**config.mk**
```make
export PLATFORM = sky130hd
export DESIGN_NAME = ddr3_cfg_timing
export DESIGN_NICKNAME = d
export VERILOG_FILES = /design/src/ddr3_cfg_pkg.sv /design/src/ddr3_cfg_timing.sv
export VERILOG_INCLUDE_DIRS = /design/src
export SDC_FILE = /design/constraint.sdc
export NUM_CORES = 1
export LEC_CHECK = 0
export ABC_AREA = 0
export BUFFER_PORTS_ARGS = -buffer_cell sky130_fd_sc_hd__clkbuf_2
export CAP_MARGIN = 0
export CORE_MARGIN = 4
export CORE_UTILIZATION = 55
export CTS_CLUSTER_DIAMETER = 50
export DETAILED_ROUTE_END_ITERATION = 12
export PLACE_DENSITY = 0.77
export REMOVE_ABC_BUFFERS = 1
export SYNTH_ARGS = -nofsm -noshare
export SYNTH_HDL_FRONTEND = slang
export SYNTH_SLANG_ARGS = --single-unit
```
**constraint.sdc**
```tcl
create_clock -name i_clk -period 3.03 [get_ports i_clk]
set_input_delay 0.606 -clock i_clk [delete_from_list [all_inputs] [get_ports i_clk]]
set_output_delay 0.606 -clock i_clk [all_outputs]
set_load 0.005 [all_outputs]
```
**src/ddr3_cfg_regs.svh**
```systemverilog
// Register offsets, field positions and reset values of the configuration block
`ifndef DDR3_CFG_REGS_SVH
`define DDR3_CFG_REGS_SVH

`define MEMORY_CONFIG_OFFSET   4'h0
`define REFRESH_CONTROL_OFFSET 4'h1
`define TIMING_SET_ONE_OFFSET  4'h2
`define CONTROL_STATUS_OFFSET  4'h3

`define MEMORY_CONFIG_MASK     32'hEEC1_FF6B
`define REFRESH_CONTROL_MASK   32'h8000_FFFF
`define TIMING_SET_ONE_MASK    32'h3FFF_FFFF
`define MEMORY_CONFIG_RESET    32'h0000_0200
`define REFRESH_CONTROL_RESET  32'h0000_0C30
`define TIMING_SET_ONE_RESET   32'h3FFF_FFFF

`define MEM_TYPE_LSB           29
`define TERM_LSB               25
`define WR_TERM_LSB            22
`define WL_LSB                 14
`define BUS_WIDTH_LSB          12
`define RL_LSB                 8
`define BANK_LSB               5
`define CS_BIT                 3
`define COL_LSB                0
`define INIT_OFF_BIT           31
`define T_WR_LSB               25
`define T_RAS_LSB              18
`define T_RC_LSB               10
`define ACT_TO_ACT_DIFF_BANK_LSB              4
`define WRITE_TO_READ_GAP_LSB              0

`define MEM_TYPE_DDR3          3'h3
`define WL_BASE                5'h05
`define INIT_CYCLES            16'h0100
`define BANK_CNT               8

`endif

```
**src/ddr3_cfg_pkg.sv**
```systemverilog
// Types shared by the configuration and timing block
`default_nettype none
package ddr3_cfg_pkg;
  typedef enum logic [2:0] {
    CMD_NONE, CMD_ACT, CMD_RD, CMD_WR, CMD_PRE, CMD_REF
  } mem_cmd_t;
  typedef enum logic [1:0] {
    INIT_IDLE, INIT_RUN, INIT_DONE
  } init_state_t;
endpackage
`default_nettype wire

```
**src/ddr3_cfg_timing.sv**
```systemverilog
// DDR3 controller configuration, refresh and command spacing block
`include "ddr3_cfg_regs.svh"
`default_nettype none

module ddr3_cfg_timing (
  input  wire logic        i_clk,
  input  wire logic        i_reset_n,
  input  wire logic [3:0]  i_avs_address,
  input  wire logic        i_avs_read,
  input  wire logic        i_avs_write,
  input  wire logic [31:0] i_avs_writedata,
  input  wire logic [3:0]  i_avs_byteenable,
  output logic [31:0]      o_avs_readdata,
  output logic             o_avs_waitrequest,
  output logic             o_avs_response_err,
  input  wire logic        i_mem_clk_en,
  input  wire logic [2:0]  i_cmd,
  input  wire logic [2:0]  i_cmd_bank,
  input  wire logic        i_cmd_rank,
  input  wire logic        i_cmd_valid,
  output logic             o_cmd_ready,
  output logic             o_refresh_req,
  input  wire logic        i_refresh_ack,
  output logic             o_init_busy,
  output logic             o_init_start,
  output logic [2:0]       o_term_code,
  output logic [1:0]       o_write_termination_strength,
  output logic             o_write_term_reserved,
  output logic [4:0]       o_write_latency,
  output logic [6:0]       o_bus_width_bits,
  output logic [4:0]       o_read_latency,
  output logic             o_read_latency_reserved,
  output logic [3:0]       o_bank_count,
  output logic             o_chip_select_0,
  output logic             o_chip_select_1,
  output logic [3:0]       o_column_bits,
  output logic [11:0]      o_page_words
);

  logic [31:0] memory_config_reg;
  logic [31:0] refresh_control_reg;
  logic [31:0] timing_set_one_reg;
  logic        ack_reg;
  logic [31:0] wmask;
  logic [31:0] wdata_masked;
  logic        wr_cfg;
  logic        init_trigger;
  ddr3_cfg_pkg::init_state_t init_state_reg;
  logic [15:0] init_cnt_reg;
  logic [15:0] refresh_cnt_reg;
  logic        refresh_pend_reg;
  logic [7:0]  wr_pre_cnt_reg;
  logic [7:0]  wtr_cnt_reg;
  logic [7:0]  rrd_cnt_reg;
  logic [7:0]  ras_cnt_reg [`BANK_CNT];
  logic [8:0]  rc_cnt_reg  [`BANK_CNT];
  logic [`BANK_CNT-1:0] bank_ok;
  logic        cmd_ok;
  logic        cmd_fire;
  logic        init_off;

  assign init_off = refresh_control_reg[`INIT_OFF_BIT];

  // Byte enables to bit mask
  always_comb begin
    for (int b = 0; b < 4; b++) begin
      wmask[b*8 +: 8] = {8{i_avs_byteenable[b]}};
    end
  end
  assign wdata_masked = i_avs_writedata & wmask;

  // Avalon slave answers one cycle after the request
  assign o_avs_waitrequest = (i_avs_read | i_avs_write) & ~ack_reg;
  always_ff @(posedge i_clk or negedge i_reset_n) begin
    if (!i_reset_n) begin
      ack_reg <= 1'b0;
    end else begin
      ack_reg <= (i_avs_read | i_avs_write) & ~ack_reg;
    end
  end

  // Writes commit at the completing edge, when waitrequest is low
  assign wr_cfg = i_avs_write & ack_reg & (i_avs_address == `MEMORY_CONFIG_OFFSET);
  // Initialization starts on a config write enabling byte lane 0 or 1 while init_off is clear
  assign init_trigger = wr_cfg & (i_avs_byteenable[0] | i_avs_byteenable[1]);

  always_ff @(posedge i_clk or negedge i_reset_n) begin
    if (!i_reset_n) begin
      memory_config_reg   <= `MEMORY_CONFIG_RESET;
      refresh_control_reg <= `REFRESH_CONTROL_RESET;
      timing_set_one_reg  <= `TIMING_SET_ONE_RESET;
    end else if (i_avs_write && ack_reg) begin
      case (i_avs_address)
        `MEMORY_CONFIG_OFFSET: begin
          memory_config_reg <= (memory_config_reg & ~(wmask & `MEMORY_CONFIG_MASK))
                             | (wdata_masked & `MEMORY_CONFIG_MASK);
        end
        `REFRESH_CONTROL_OFFSET: begin
          refresh_control_reg <= (refresh_control_reg & ~(wmask & `REFRESH_CONTROL_MASK))
                               | (wdata_masked & `REFRESH_CONTROL_MASK);
        end
        `TIMING_SET_ONE_OFFSET: begin
          timing_set_one_reg <= (timing_set_one_reg & ~(wmask & `TIMING_SET_ONE_MASK))
                              | (wdata_masked & `TIMING_SET_ONE_MASK);
        end
        default: begin
        end
      endcase
    end
  end

  // Read data and error answer
  always_ff @(posedge i_clk or negedge i_reset_n) begin
    if (!i_reset_n) begin
      o_avs_readdata     <= 32'h0000_0000;
      o_avs_response_err <= 1'b0;
    end else if ((i_avs_read || i_avs_write) && !ack_reg) begin
      o_avs_response_err <= (i_avs_address > `CONTROL_STATUS_OFFSET);
      case (i_avs_address)
        `MEMORY_CONFIG_OFFSET:   o_avs_readdata <= memory_config_reg;
        `REFRESH_CONTROL_OFFSET: o_avs_readdata <= refresh_control_reg;
        `TIMING_SET_ONE_OFFSET:  o_avs_readdata <= timing_set_one_reg;
        `CONTROL_STATUS_OFFSET:  o_avs_readdata <= {29'h0000_0000, refresh_pend_reg,
                                   memory_config_reg[`MEM_TYPE_LSB +: 3] == `MEM_TYPE_DDR3,
                                   o_init_busy};
        default:                 o_avs_readdata <= 32'h0000_0000;
      endcase
    end
  end

  // Initialization sequencer
  always_ff @(posedge i_clk or negedge i_reset_n) begin
    if (!i_reset_n) begin
      init_state_reg <= ddr3_cfg_pkg::INIT_IDLE;
      init_cnt_reg   <= 16'h0000;
    end else begin
      case (init_state_reg)
        ddr3_cfg_pkg::INIT_IDLE: begin
          if (!init_off) begin
            init_state_reg <= ddr3_cfg_pkg::INIT_RUN;
            init_cnt_reg   <= `INIT_CYCLES;
          end
        end
        ddr3_cfg_pkg::INIT_RUN: begin
          if (init_off) begin
            init_state_reg <= ddr3_cfg_pkg::INIT_DONE;
          end else if (i_mem_clk_en) begin
            if (init_cnt_reg == 16'h0000) begin
              init_state_reg <= ddr3_cfg_pkg::INIT_DONE;
            end else begin
              init_cnt_reg <= init_cnt_reg - 16'h0001;
            end
          end
        end
        ddr3_cfg_pkg::INIT_DONE: begin
          if (init_trigger && !init_off) begin
            init_state_reg <= ddr3_cfg_pkg::INIT_RUN;
            init_cnt_reg   <= `INIT_CYCLES;
          end
        end
        default: init_state_reg <= ddr3_cfg_pkg::INIT_IDLE;
      endcase
    end
  end
  assign o_init_busy  = (init_state_reg == ddr3_cfg_pkg::INIT_RUN);
  assign o_init_start = init_trigger & ~init_off;

  // Refresh interval timer; request set wins over acknowledge
  always_ff @(posedge i_clk or negedge i_reset_n) begin
    if (!i_reset_n) begin
      refresh_cnt_reg  <= 16'h0000;
      refresh_pend_reg <= 1'b0;
    end else if (init_off) begin
      refresh_cnt_reg  <= 16'h0000;
      refresh_pend_reg <= 1'b0;
    end else if (i_mem_clk_en) begin
      if (({1'b0, refresh_cnt_reg} + 17'h0_0001) >= {1'b0, refresh_control_reg[15:0]}) begin
        refresh_cnt_reg  <= 16'h0000;
        refresh_pend_reg <= 1'b1;
      end else begin
        refresh_cnt_reg <= refresh_cnt_reg + 16'h0001;
        if (i_refresh_ack) begin
          refresh_pend_reg <= 1'b0;
        end
      end
    end else if (i_refresh_ack) begin
      refresh_pend_reg <= 1'b0;
    end
  end
  assign o_refresh_req = refresh_pend_reg & ~o_init_busy;

  // Per-bank activate spacing counters
  genvar g;
  generate
    for (g = 0; g < `BANK_CNT; g++) begin : g_bank
      always_ff @(posedge i_clk or negedge i_reset_n) begin
        if (!i_reset_n) begin
          ras_cnt_reg[g] <= 8'h00;
          rc_cnt_reg[g]  <= 9'h000;
        end else if (cmd_fire && i_cmd == ddr3_cfg_pkg::CMD_ACT && i_cmd_bank == 3'(g)) begin
          ras_cnt_reg[g] <= {1'b0, timing_set_one_reg[`T_RAS_LSB +: 7]} + 8'h01;
          rc_cnt_reg[g]  <= {1'b0, timing_set_one_reg[`T_RC_LSB +: 8]} + 9'h001;
        end else if (i_mem_clk_en) begin
          if (ras_cnt_reg[g] != 8'h00) ras_cnt_reg[g] <= ras_cnt_reg[g] - 8'h01;
          if (rc_cnt_reg[g] != 9'h000) rc_cnt_reg[g] <= rc_cnt_reg[g] - 9'h001;
        end
      end
      assign bank_ok[g] = (i_cmd == ddr3_cfg_pkg::CMD_ACT) ? (rc_cnt_reg[g] == 9'h000) :
                          (i_cmd == ddr3_cfg_pkg::CMD_PRE) ? (ras_cnt_reg[g] == 8'h00) : 1'b1;
    end
  endgenerate

  // Shared spacing counters
  always_ff @(posedge i_clk or negedge i_reset_n) begin
    if (!i_reset_n) begin
      wr_pre_cnt_reg <= 8'h00;
      wtr_cnt_reg    <= 8'h00;
      rrd_cnt_reg    <= 8'h00;
    end else begin
      if (cmd_fire && i_cmd == ddr3_cfg_pkg::CMD_WR) begin
        wr_pre_cnt_reg <= {3'h0, timing_set_one_reg[`T_WR_LSB +: 5]} + 8'h01;
        wtr_cnt_reg    <= {4'h0, timing_set_one_reg[`WRITE_TO_READ_GAP_LSB +: 4]} + 8'h01;
      end else if (i_mem_clk_en) begin
        if (wr_pre_cnt_reg != 8'h00) wr_pre_cnt_reg <= wr_pre_cnt_reg - 8'h01;
        if (wtr_cnt_reg != 8'h00) wtr_cnt_reg <= wtr_cnt_reg - 8'h01;
      end
      if (cmd_fire && i_cmd == ddr3_cfg_pkg::CMD_ACT) begin
        rrd_cnt_reg <= {2'h0, timing_set_one_reg[`ACT_TO_ACT_DIFF_BANK_LSB +: 6]} + 8'h01;
      end else if (i_mem_clk_en && rrd_cnt_reg != 8'h00) begin
        rrd_cnt_reg <= rrd_cnt_reg - 8'h01;
      end
    end
  end

  // Command gate
  always_comb begin
    cmd_ok = bank_ok[i_cmd_bank];
    case (i_cmd)
      ddr3_cfg_pkg::CMD_ACT: cmd_ok = cmd_ok & (rrd_cnt_reg == 8'h00);
      ddr3_cfg_pkg::CMD_PRE: cmd_ok = cmd_ok & (wr_pre_cnt_reg == 8'h00);
      ddr3_cfg_pkg::CMD_RD:  cmd_ok = cmd_ok & (wtr_cnt_reg == 8'h00);
      ddr3_cfg_pkg::CMD_REF: cmd_ok = cmd_ok & ~init_off;
      default:               cmd_ok = cmd_ok;
    endcase
  end
  assign o_cmd_ready = i_mem_clk_en & cmd_ok & ~o_init_busy;
  assign cmd_fire    = i_cmd_valid & o_cmd_ready;

  // Chip selects, active high decode
  assign o_chip_select_0 = cmd_fire & ~(memory_config_reg[`CS_BIT] & i_cmd_rank);
  assign o_chip_select_1 = cmd_fire & memory_config_reg[`CS_BIT] & i_cmd_rank;

  // Field decodes
  always_comb begin
    o_term_code = memory_config_reg[`TERM_LSB +: 3];
    o_write_termination_strength = memory_config_reg[`WR_TERM_LSB +: 2];
    o_write_term_reserved = (memory_config_reg[`WR_TERM_LSB +: 2] == 2'h3);
    o_write_latency = `WL_BASE + {2'h0, memory_config_reg[`WL_LSB +: 3]};
    case (memory_config_reg[`BUS_WIDTH_LSB +: 2])
      2'h0:    o_bus_width_bits = 7'd64;
      2'h1:    o_bus_width_bits = 7'd32;
      2'h2:    o_bus_width_bits = 7'd16;
      default: o_bus_width_bits = 7'd0;
    endcase
    o_read_latency_reserved = 1'b0;
    case (memory_config_reg[`RL_LSB +: 4])
      4'h2:    o_read_latency = 5'd5;
      4'h4:    o_read_latency = 5'd6;
      4'h6:    o_read_latency = 5'd7;
      4'h8:    o_read_latency = 5'd8;
      4'hA:    o_read_latency = 5'd9;
      4'hC:    o_read_latency = 5'd10;
      4'hE:    o_read_latency = 5'd11;
      4'h1:    o_read_latency = 5'd12;
      4'h3:    o_read_latency = 5'd13;
      4'h5:    o_read_latency = 5'd14;
      4'h7:    o_read_latency = 5'd15;
      4'h9:    o_read_latency = 5'd16;
      default: begin
        o_read_latency = 5'd0;
        o_read_latency_reserved = 1'b1;
      end
    endcase
    o_bank_count  = 4'h1 << memory_config_reg[`BANK_LSB +: 2];
    o_column_bits = 4'd8 + {2'h0, memory_config_reg[`COL_LSB +: 2]};
    o_page_words  = 12'h100 << memory_config_reg[`COL_LSB +: 2];
  end

endmodule
`default_nettype wire

```
# After elaboration in Yosys (flattened, before gate mapping)
# Cells that the tools add are included.
[op_classes] mux=98 reduce_logical=114 add_sub_neg=29 bitwise=33 n_eq_ne=40 n_lt_le_gt_ge=3 shifts=2
[op_table] cell="$mux 8" count=32
[op_table] cell="$mux 9" count=24
[op_table] cell="$and 32x32->32" count=4
[op_table] cell="$mux 16" count=8
[op_table] cell="$pmux 32 s4" count=1
[op_table] cell="$logic_not 8->1" count=11
[op_table] cell="$reduce_bool 8->1" count=11
[op_table] cell="$sub 8x1->8 const B" count=11
[op_table] cell="$logic_not 9->1" count=8
[op_table] cell="$reduce_bool 9->1" count=8
[op_table] cell="$sub 9x1->9 const B" count=8
[op_table] cell="$not 32->32" count=2
[op_table] cell="$or 32x32->32" count=2
[op_table] cell="$pmux 5 s12" count=1
[op_table] cell="$reduce_bool 2->1" count=29
[op_table] cell="$pmux 16 s3" count=1
[op_table] cell="$reduce_and 2->1" count=21
[op_table] cell="$not 30->32" count=1
[op_table] cell="$or 32x30->32" count=1
[op_table] cell="$mux 1" count=22
[op_table] cell="$pmux 7 s3" count=1
[op_table] cell="$eq 4x4->1 const B" count=5
[op_table] cell="$eq 3x3->1 const B" count=6
[op_table] cell="$add 16x1->17 const B" count=1
[op_table] cell="42 further kinds" count=100
[totals] word_cells=348 regBits=325 inputBits=54 out_inout_bits=84

# Longest topological paths before layout
[logic_depth] ltp_word=14 ltp_mapped=15 depth_no_buf=13

# Least setup slack after synthesis
# OpenSTA, ideal clock, no wires.
[synth_timing] path_type="flip-flop to output port" from="register ras_cnt_reg[16] (netlist name)" to="output port o_chip_select_0" setup_slack_ns=-0.086 stages_incl_launch_ff=11 path_buffers=1 arrival_time_ns=2.510 required_ns=2.424 path_cell_list="dfrtp_1 inv_1 ha_1 or4b_4 or4_4 a221oi_2 a211oi_1 buf_6 o22a_1 nand3b_1 a21oi_1"
[synth_between] elab_chain_cells=11 word_cells_on_any_way=14 classes_between="5 x mux; 8 x bitwise; 1 x reduce/logical"
[synth_rtl] element="start: declaration" line_no="ddr3_cfg_timing.sv:55" rtl="logic [7:0] ras_cnt_reg [`BANK_CNT];"
[synth_rtl] element="start signal: indexed assignment" line_no="ddr3_cfg_timing.sv:201" rtl="ras_cnt_reg[g] <= {1'b0, timing_set_one_reg[`T_RAS_LSB +: 7]} + 8'h01;"
[synth_rtl] element="$logic_not 8->1 (*)" line_no="ddr3_cfg_timing.sv:209" rtl="(i_cmd == ddr3_cfg_pkg::CMD_PRE) ? (ras_cnt_reg[g] == 8'h00) : 1'b1;"
[synth_rtl] element="$mux 1 (*)" line_no="ddr3_cfg_timing.sv:209"
[synth_rtl] element="$mux 1 (*)" line_no="ddr3_cfg_timing.sv:208" rtl="assign bank_ok[g] = (i_cmd == ddr3_cfg_pkg::CMD_ACT) ? (rc_cnt_reg[g] == 9'h000) :"
[synth_rtl] element="$bmux 1 s3 (*)" line_no="ddr3_cfg_timing.sv:237" rtl="cmd_ok = bank_ok[i_cmd_bank];"
[synth_rtl] element="$mux 1 (not written as such) (*)" line_no="ddr3_cfg_timing.sv:237"
[synth_rtl] element="$and 1x1->1, on equally long branches"
[synth_rtl] element="$pmux 1 s4 (*)" line_no="ddr3_cfg_timing.sv:238" rtl="case (i_cmd)"
[synth_rtl] element="$and 1x1->1 (*) (2 in series)" line_no="ddr3_cfg_timing.sv:246" rtl="assign o_cmd_ready = i_mem_clk_en & cmd_ok & ~o_init_busy;"
[synth_rtl] element="$and 1x1->1 (*)" line_no="ddr3_cfg_timing.sv:247" rtl="assign cmd_fire = i_cmd_valid & o_cmd_ready;"
[synth_rtl] element="$and 1x1->1 (*)" line_no="ddr3_cfg_timing.sv:250" rtl="assign o_chip_select_0 = cmd_fire & ~(memory_config_reg[`CS_BIT] & i_cmd_rank);"
[synth_rtl] element="end: declaration" line_no="ddr3_cfg_timing.sv:34" rtl="output logic o_chip_select_0,"
# Every way passes the cells marked *; elsewhere a longest branch is shown, timed or not. The select of a mux whose other input is x is not followed.

# Worst setup path after layout
# Ends and elaborated chain as after synthesis.

==> impl_metrics.toml <==
[drt]
wl_per_cell_microns = 18.72
ant_nets = 0
drc = 0
routed_via_density = 5.899
first_pass_iters = 5
drtIter0Drc = 1124
vias = 14020
wirelength_microns = 44480

[synth]
yosys.area.top_type = "dfrtp_1"
synth_area_sq_mm = 0.01640
synthAdderAreaFrac_pct = 4.120
yosys_warnings = 0
synth.top_cells.by_count = "263 x dfrtp_1, 174 x nor2_1, 155 x nand2_1, 118 x o21ai_0, 89 x a21oi_1"
synth_seq_cells = 298
synth_cell_types = 74
synth_edf_count = 0
synthFlopType = "dfrtp_1"
ys_seq_area_share_pct = 45.74
synth_area_leaders = "dfrtp_1 40%, dfstp_2 5.6%, xnor2_1 4.4%"
synth_most_common_cell = "dfrtp_1"
syn-mean-instance-area_sq_um = 9.602
synth_top_family_by_area = "simple AND/OR/NAND/NOR gates"
synthArstFlopShare_pct = 100.0
synth.top_cell.area_share_pct = 40.13
synth-xor-area-share_pct = 8.438
synth.area.mux_share_pct = 5.386
synth_compound_area_share_pct = 12.60
synthCells = 1708
synth-simple-area-share_pct = 19.42

[grt]
grt_pass1_vias = 14060
grt_use_total_pct = 26.30
grt_max_degree = 81
grt-ovfl-total = 0
antenna_found_initial = 2
grt_pass1_wl_microns = 71500

[job]
drv_cap = 0

[critical_path]
rr_startpoint = "ras_cnt_reg[16]"
crit_path_start_kind = "flop"
cp_cell_sequence = "inv_2 > ha_4 > or4b_4 > or4_4 > a221oi_4 > a211oi_2 > o22a_1 > nand3b_1 > a21oi_2 > clkbuf_2"
cp_slowest_cell = "or4b_4"
end_kind = "output pin"
path_class = "reg -> out"
cp_max_fo = 2
cp.arrival_ps = 3180
regToRegEndpoint = "rc_cnt_reg[10]"
worst_r2r_path_depth = 10
cp-endpoint = "o_chip_select_0"
slowest_delay_ps = 450
r2r_slack_ps = 30
crit_required_ps = 2420
setup.worst_path.start = "ras_cnt_reg[16]"

[sta]
setup_ws_ps = -754.0
hold_viol_final = 0
holdWs_ps = 36.81
finalSetupViolations = 3
report.final.slew_viol_count = 0
tightest_slew_ps = 1201
finalCriticalPeriod_ps = 3784
relSlewSlack_pct = 19.61
period_share_pct = 124.9
max_freq_mhz = 264.3
clock_skew_ps = 22.74
rsz0062_at_grt = "true"

[clock_network]
clockBufferDepth = 3
cts_tree = "yes"
root_buffer = "clkbuf_16"
htreeDepth = 2
clk_pin_slew_ps = 60
clock_latency_ps = 520
cts_buffers = 38
cts.sinks = 298

[placed_design]
hpwl_microns = 30990
routabilityCongestion = 0.9440
dpl.cell_count = 2294
port_buffers = 122

[floorplanning]
start_util_pct = 56.38
fp.dieW_microns = 180.7
rows = 62
die_height_microns = 180.7
dieArea_sq_mm = 0.03265
core_sq_mm = 0.02909
io-pin-count = 138

[power_and_ir_drop]
powerDensity_mw_per_mm2 = 825.7
power_w = 0.01652
p_leak_nw = 9.207
peakVddDrop_mv = 0.5002

[final_layout]
nNetsFinal = 2071
layout-drive-gt1-share_pct = 25.31
instances_no_fill = 2376
final_util_pct = 68.76
syn_to_final_growth_pct = 21.96

[status]
violations = "negative setup slack"
status = "complete, but fails checks"

[min_path]
hp-class = "in -> async"
worst max-delay path: cells and delay by family, from the launching register on:
family                   cells  cell delay (ps)
flip-flops                   1              390
adder cells (fa/ha/maj)      1              130
AND/OR/NAND/NOR              3             1200
AO/OA/AOI/OAI                4              740
buffers and inverters        2              210
power breakdown:
| group | total, W | switching [W] | internal, W |
|---|---|---|---|
| clock | 0.00467 | 0.00179 | 0.00288 |
| sequential | 0.00666 | 0.00132 | 0.00534 |
| combinational | 0.00519 | 0.00271 | 0.00248 |
| total | 0.0165 | 0.00581 | 0.0107 |
layout by cell type (no fill, tap or decap), types with 10 or more instances in the layout:
| cell | Yosys | routed |
|---|---|---|
| clkbuf_16 | 0 | 39 |
| mux2i_1 | 23 | 23 |
| conb_1 | 2 | 15 |
| a21o_1 | 16 | 16 |
| nand2_1 | 155 | 155 |
| dfstp_2 | 35 | 35 |
| a21oi_1 | 89 | 87 |
| o22ai_1 | 10 | 10 |
| nand4_1 | 18 | 18 |
| nor3_1 | 43 | 42 |
| nand2b_1 | 13 | 13 |
| ha_1 | 54 | 51 |
| a22oi_1 | 12 | 12 |
| o21ai_0 | 118 | 115 |
| nor2_1 | 174 | 171 |
| a31oi_1 | 14 | 13 |
| clkbuf_2 | 0 | 119 |
| nor4_1 | 38 | 35 |
| or3_1 | 21 | 20 |
| nand3_1 | 63 | 63 |
| xnor2_1 | 83 | 80 |
| a221o_1 | 10 | 10 |
| inv_1 | 72 | 70 |
| xor2_1 | 75 | 73 |
| and3_1 | 12 | 12 |
| buf_4 | 24 | 148 |
| mux2_2 | 54 | 54 |
| and2_1 | 13 | 11 |
| a22o_1 | 16 | 16 |
| dfrtp_1 | 263 | 262 |
cell type report:
cell class | instances | area, sq um
multi-input combinational | 1268 | 8466
sequential | 298 | 7502
clock buffer | 46 | 1032
tap | 384 | 480.5
inverter | 72 | 270.3
clock inverter | 22 | 272.8
timing repair buffer | 285 | 1976
fill | 2138 | 9089
antenna | 1 | 2.502
how the worst min path moves through the flow:
stage | start | end | slack, ps
5_1_grt | i_reset_n | rc_cnt_reg[70] | 70
3_5_place_dp | o_avs_readdata[24] | o_avs_readdata[24] | 460
2_1_floorplan | i_reset_n | async pin | 310
3_3_place_gp | o_avs_readdata[24] | o_avs_readdata[24] | 450
6_report | i_reset_n | rc_cnt_reg[70] | 40
4_1_cts | i_reset_n | rc_cnt_reg[14] | 60
logic make-up after synthesis:
logic type | Yosys count
multiplexers | 79
AND/OR/NAND/NOR | 628
adder cells (fa/ha/maj) | 54
AO/OA/AOI/OAI | 334
other | 2
buffers and inverters | 155
XOR/XNOR | 158
flip-flops | 298
what timing repair did:
action,CTS,global route
pin swaps,3,16
hold buffers,0,0
setup buffers,5,10
gates cloned,0,1
hold endpoints to repair,0,0
endpoints found under the setup margin,69,99
gates resized for setup,9,42
routing by layer:
layer  track usage [%]  vias up  part of all wire, %
met5                 0        -                0.025
met4             7.381        2                  2.6
met3             4.259       97                  6.6
met2             44.50      509                   49
met1             35.31     6883                   41
li1                  -     6525                    -
metrics by stage:
| stage | TNS [ps] | setup WS (ps) | cell area [sq um] |
|---|---|---|---|
| 3_5_place_dp | -3293 | -192.2 | 18370 |
| 6_report | -2076 | -754.0 | 20000 |
| 5_1_grt | -3109 | -882.8 | 20000 |
| 4_1_cts | -1980 | -736.4 | 19750 |
| 2_1_floorplan | -5534 | -425.7 | 16020 |
| 3_3_place_gp | -2335 | -164.7 | 18370 |
No activity file was read; power rests on OpenSTA's default activity.
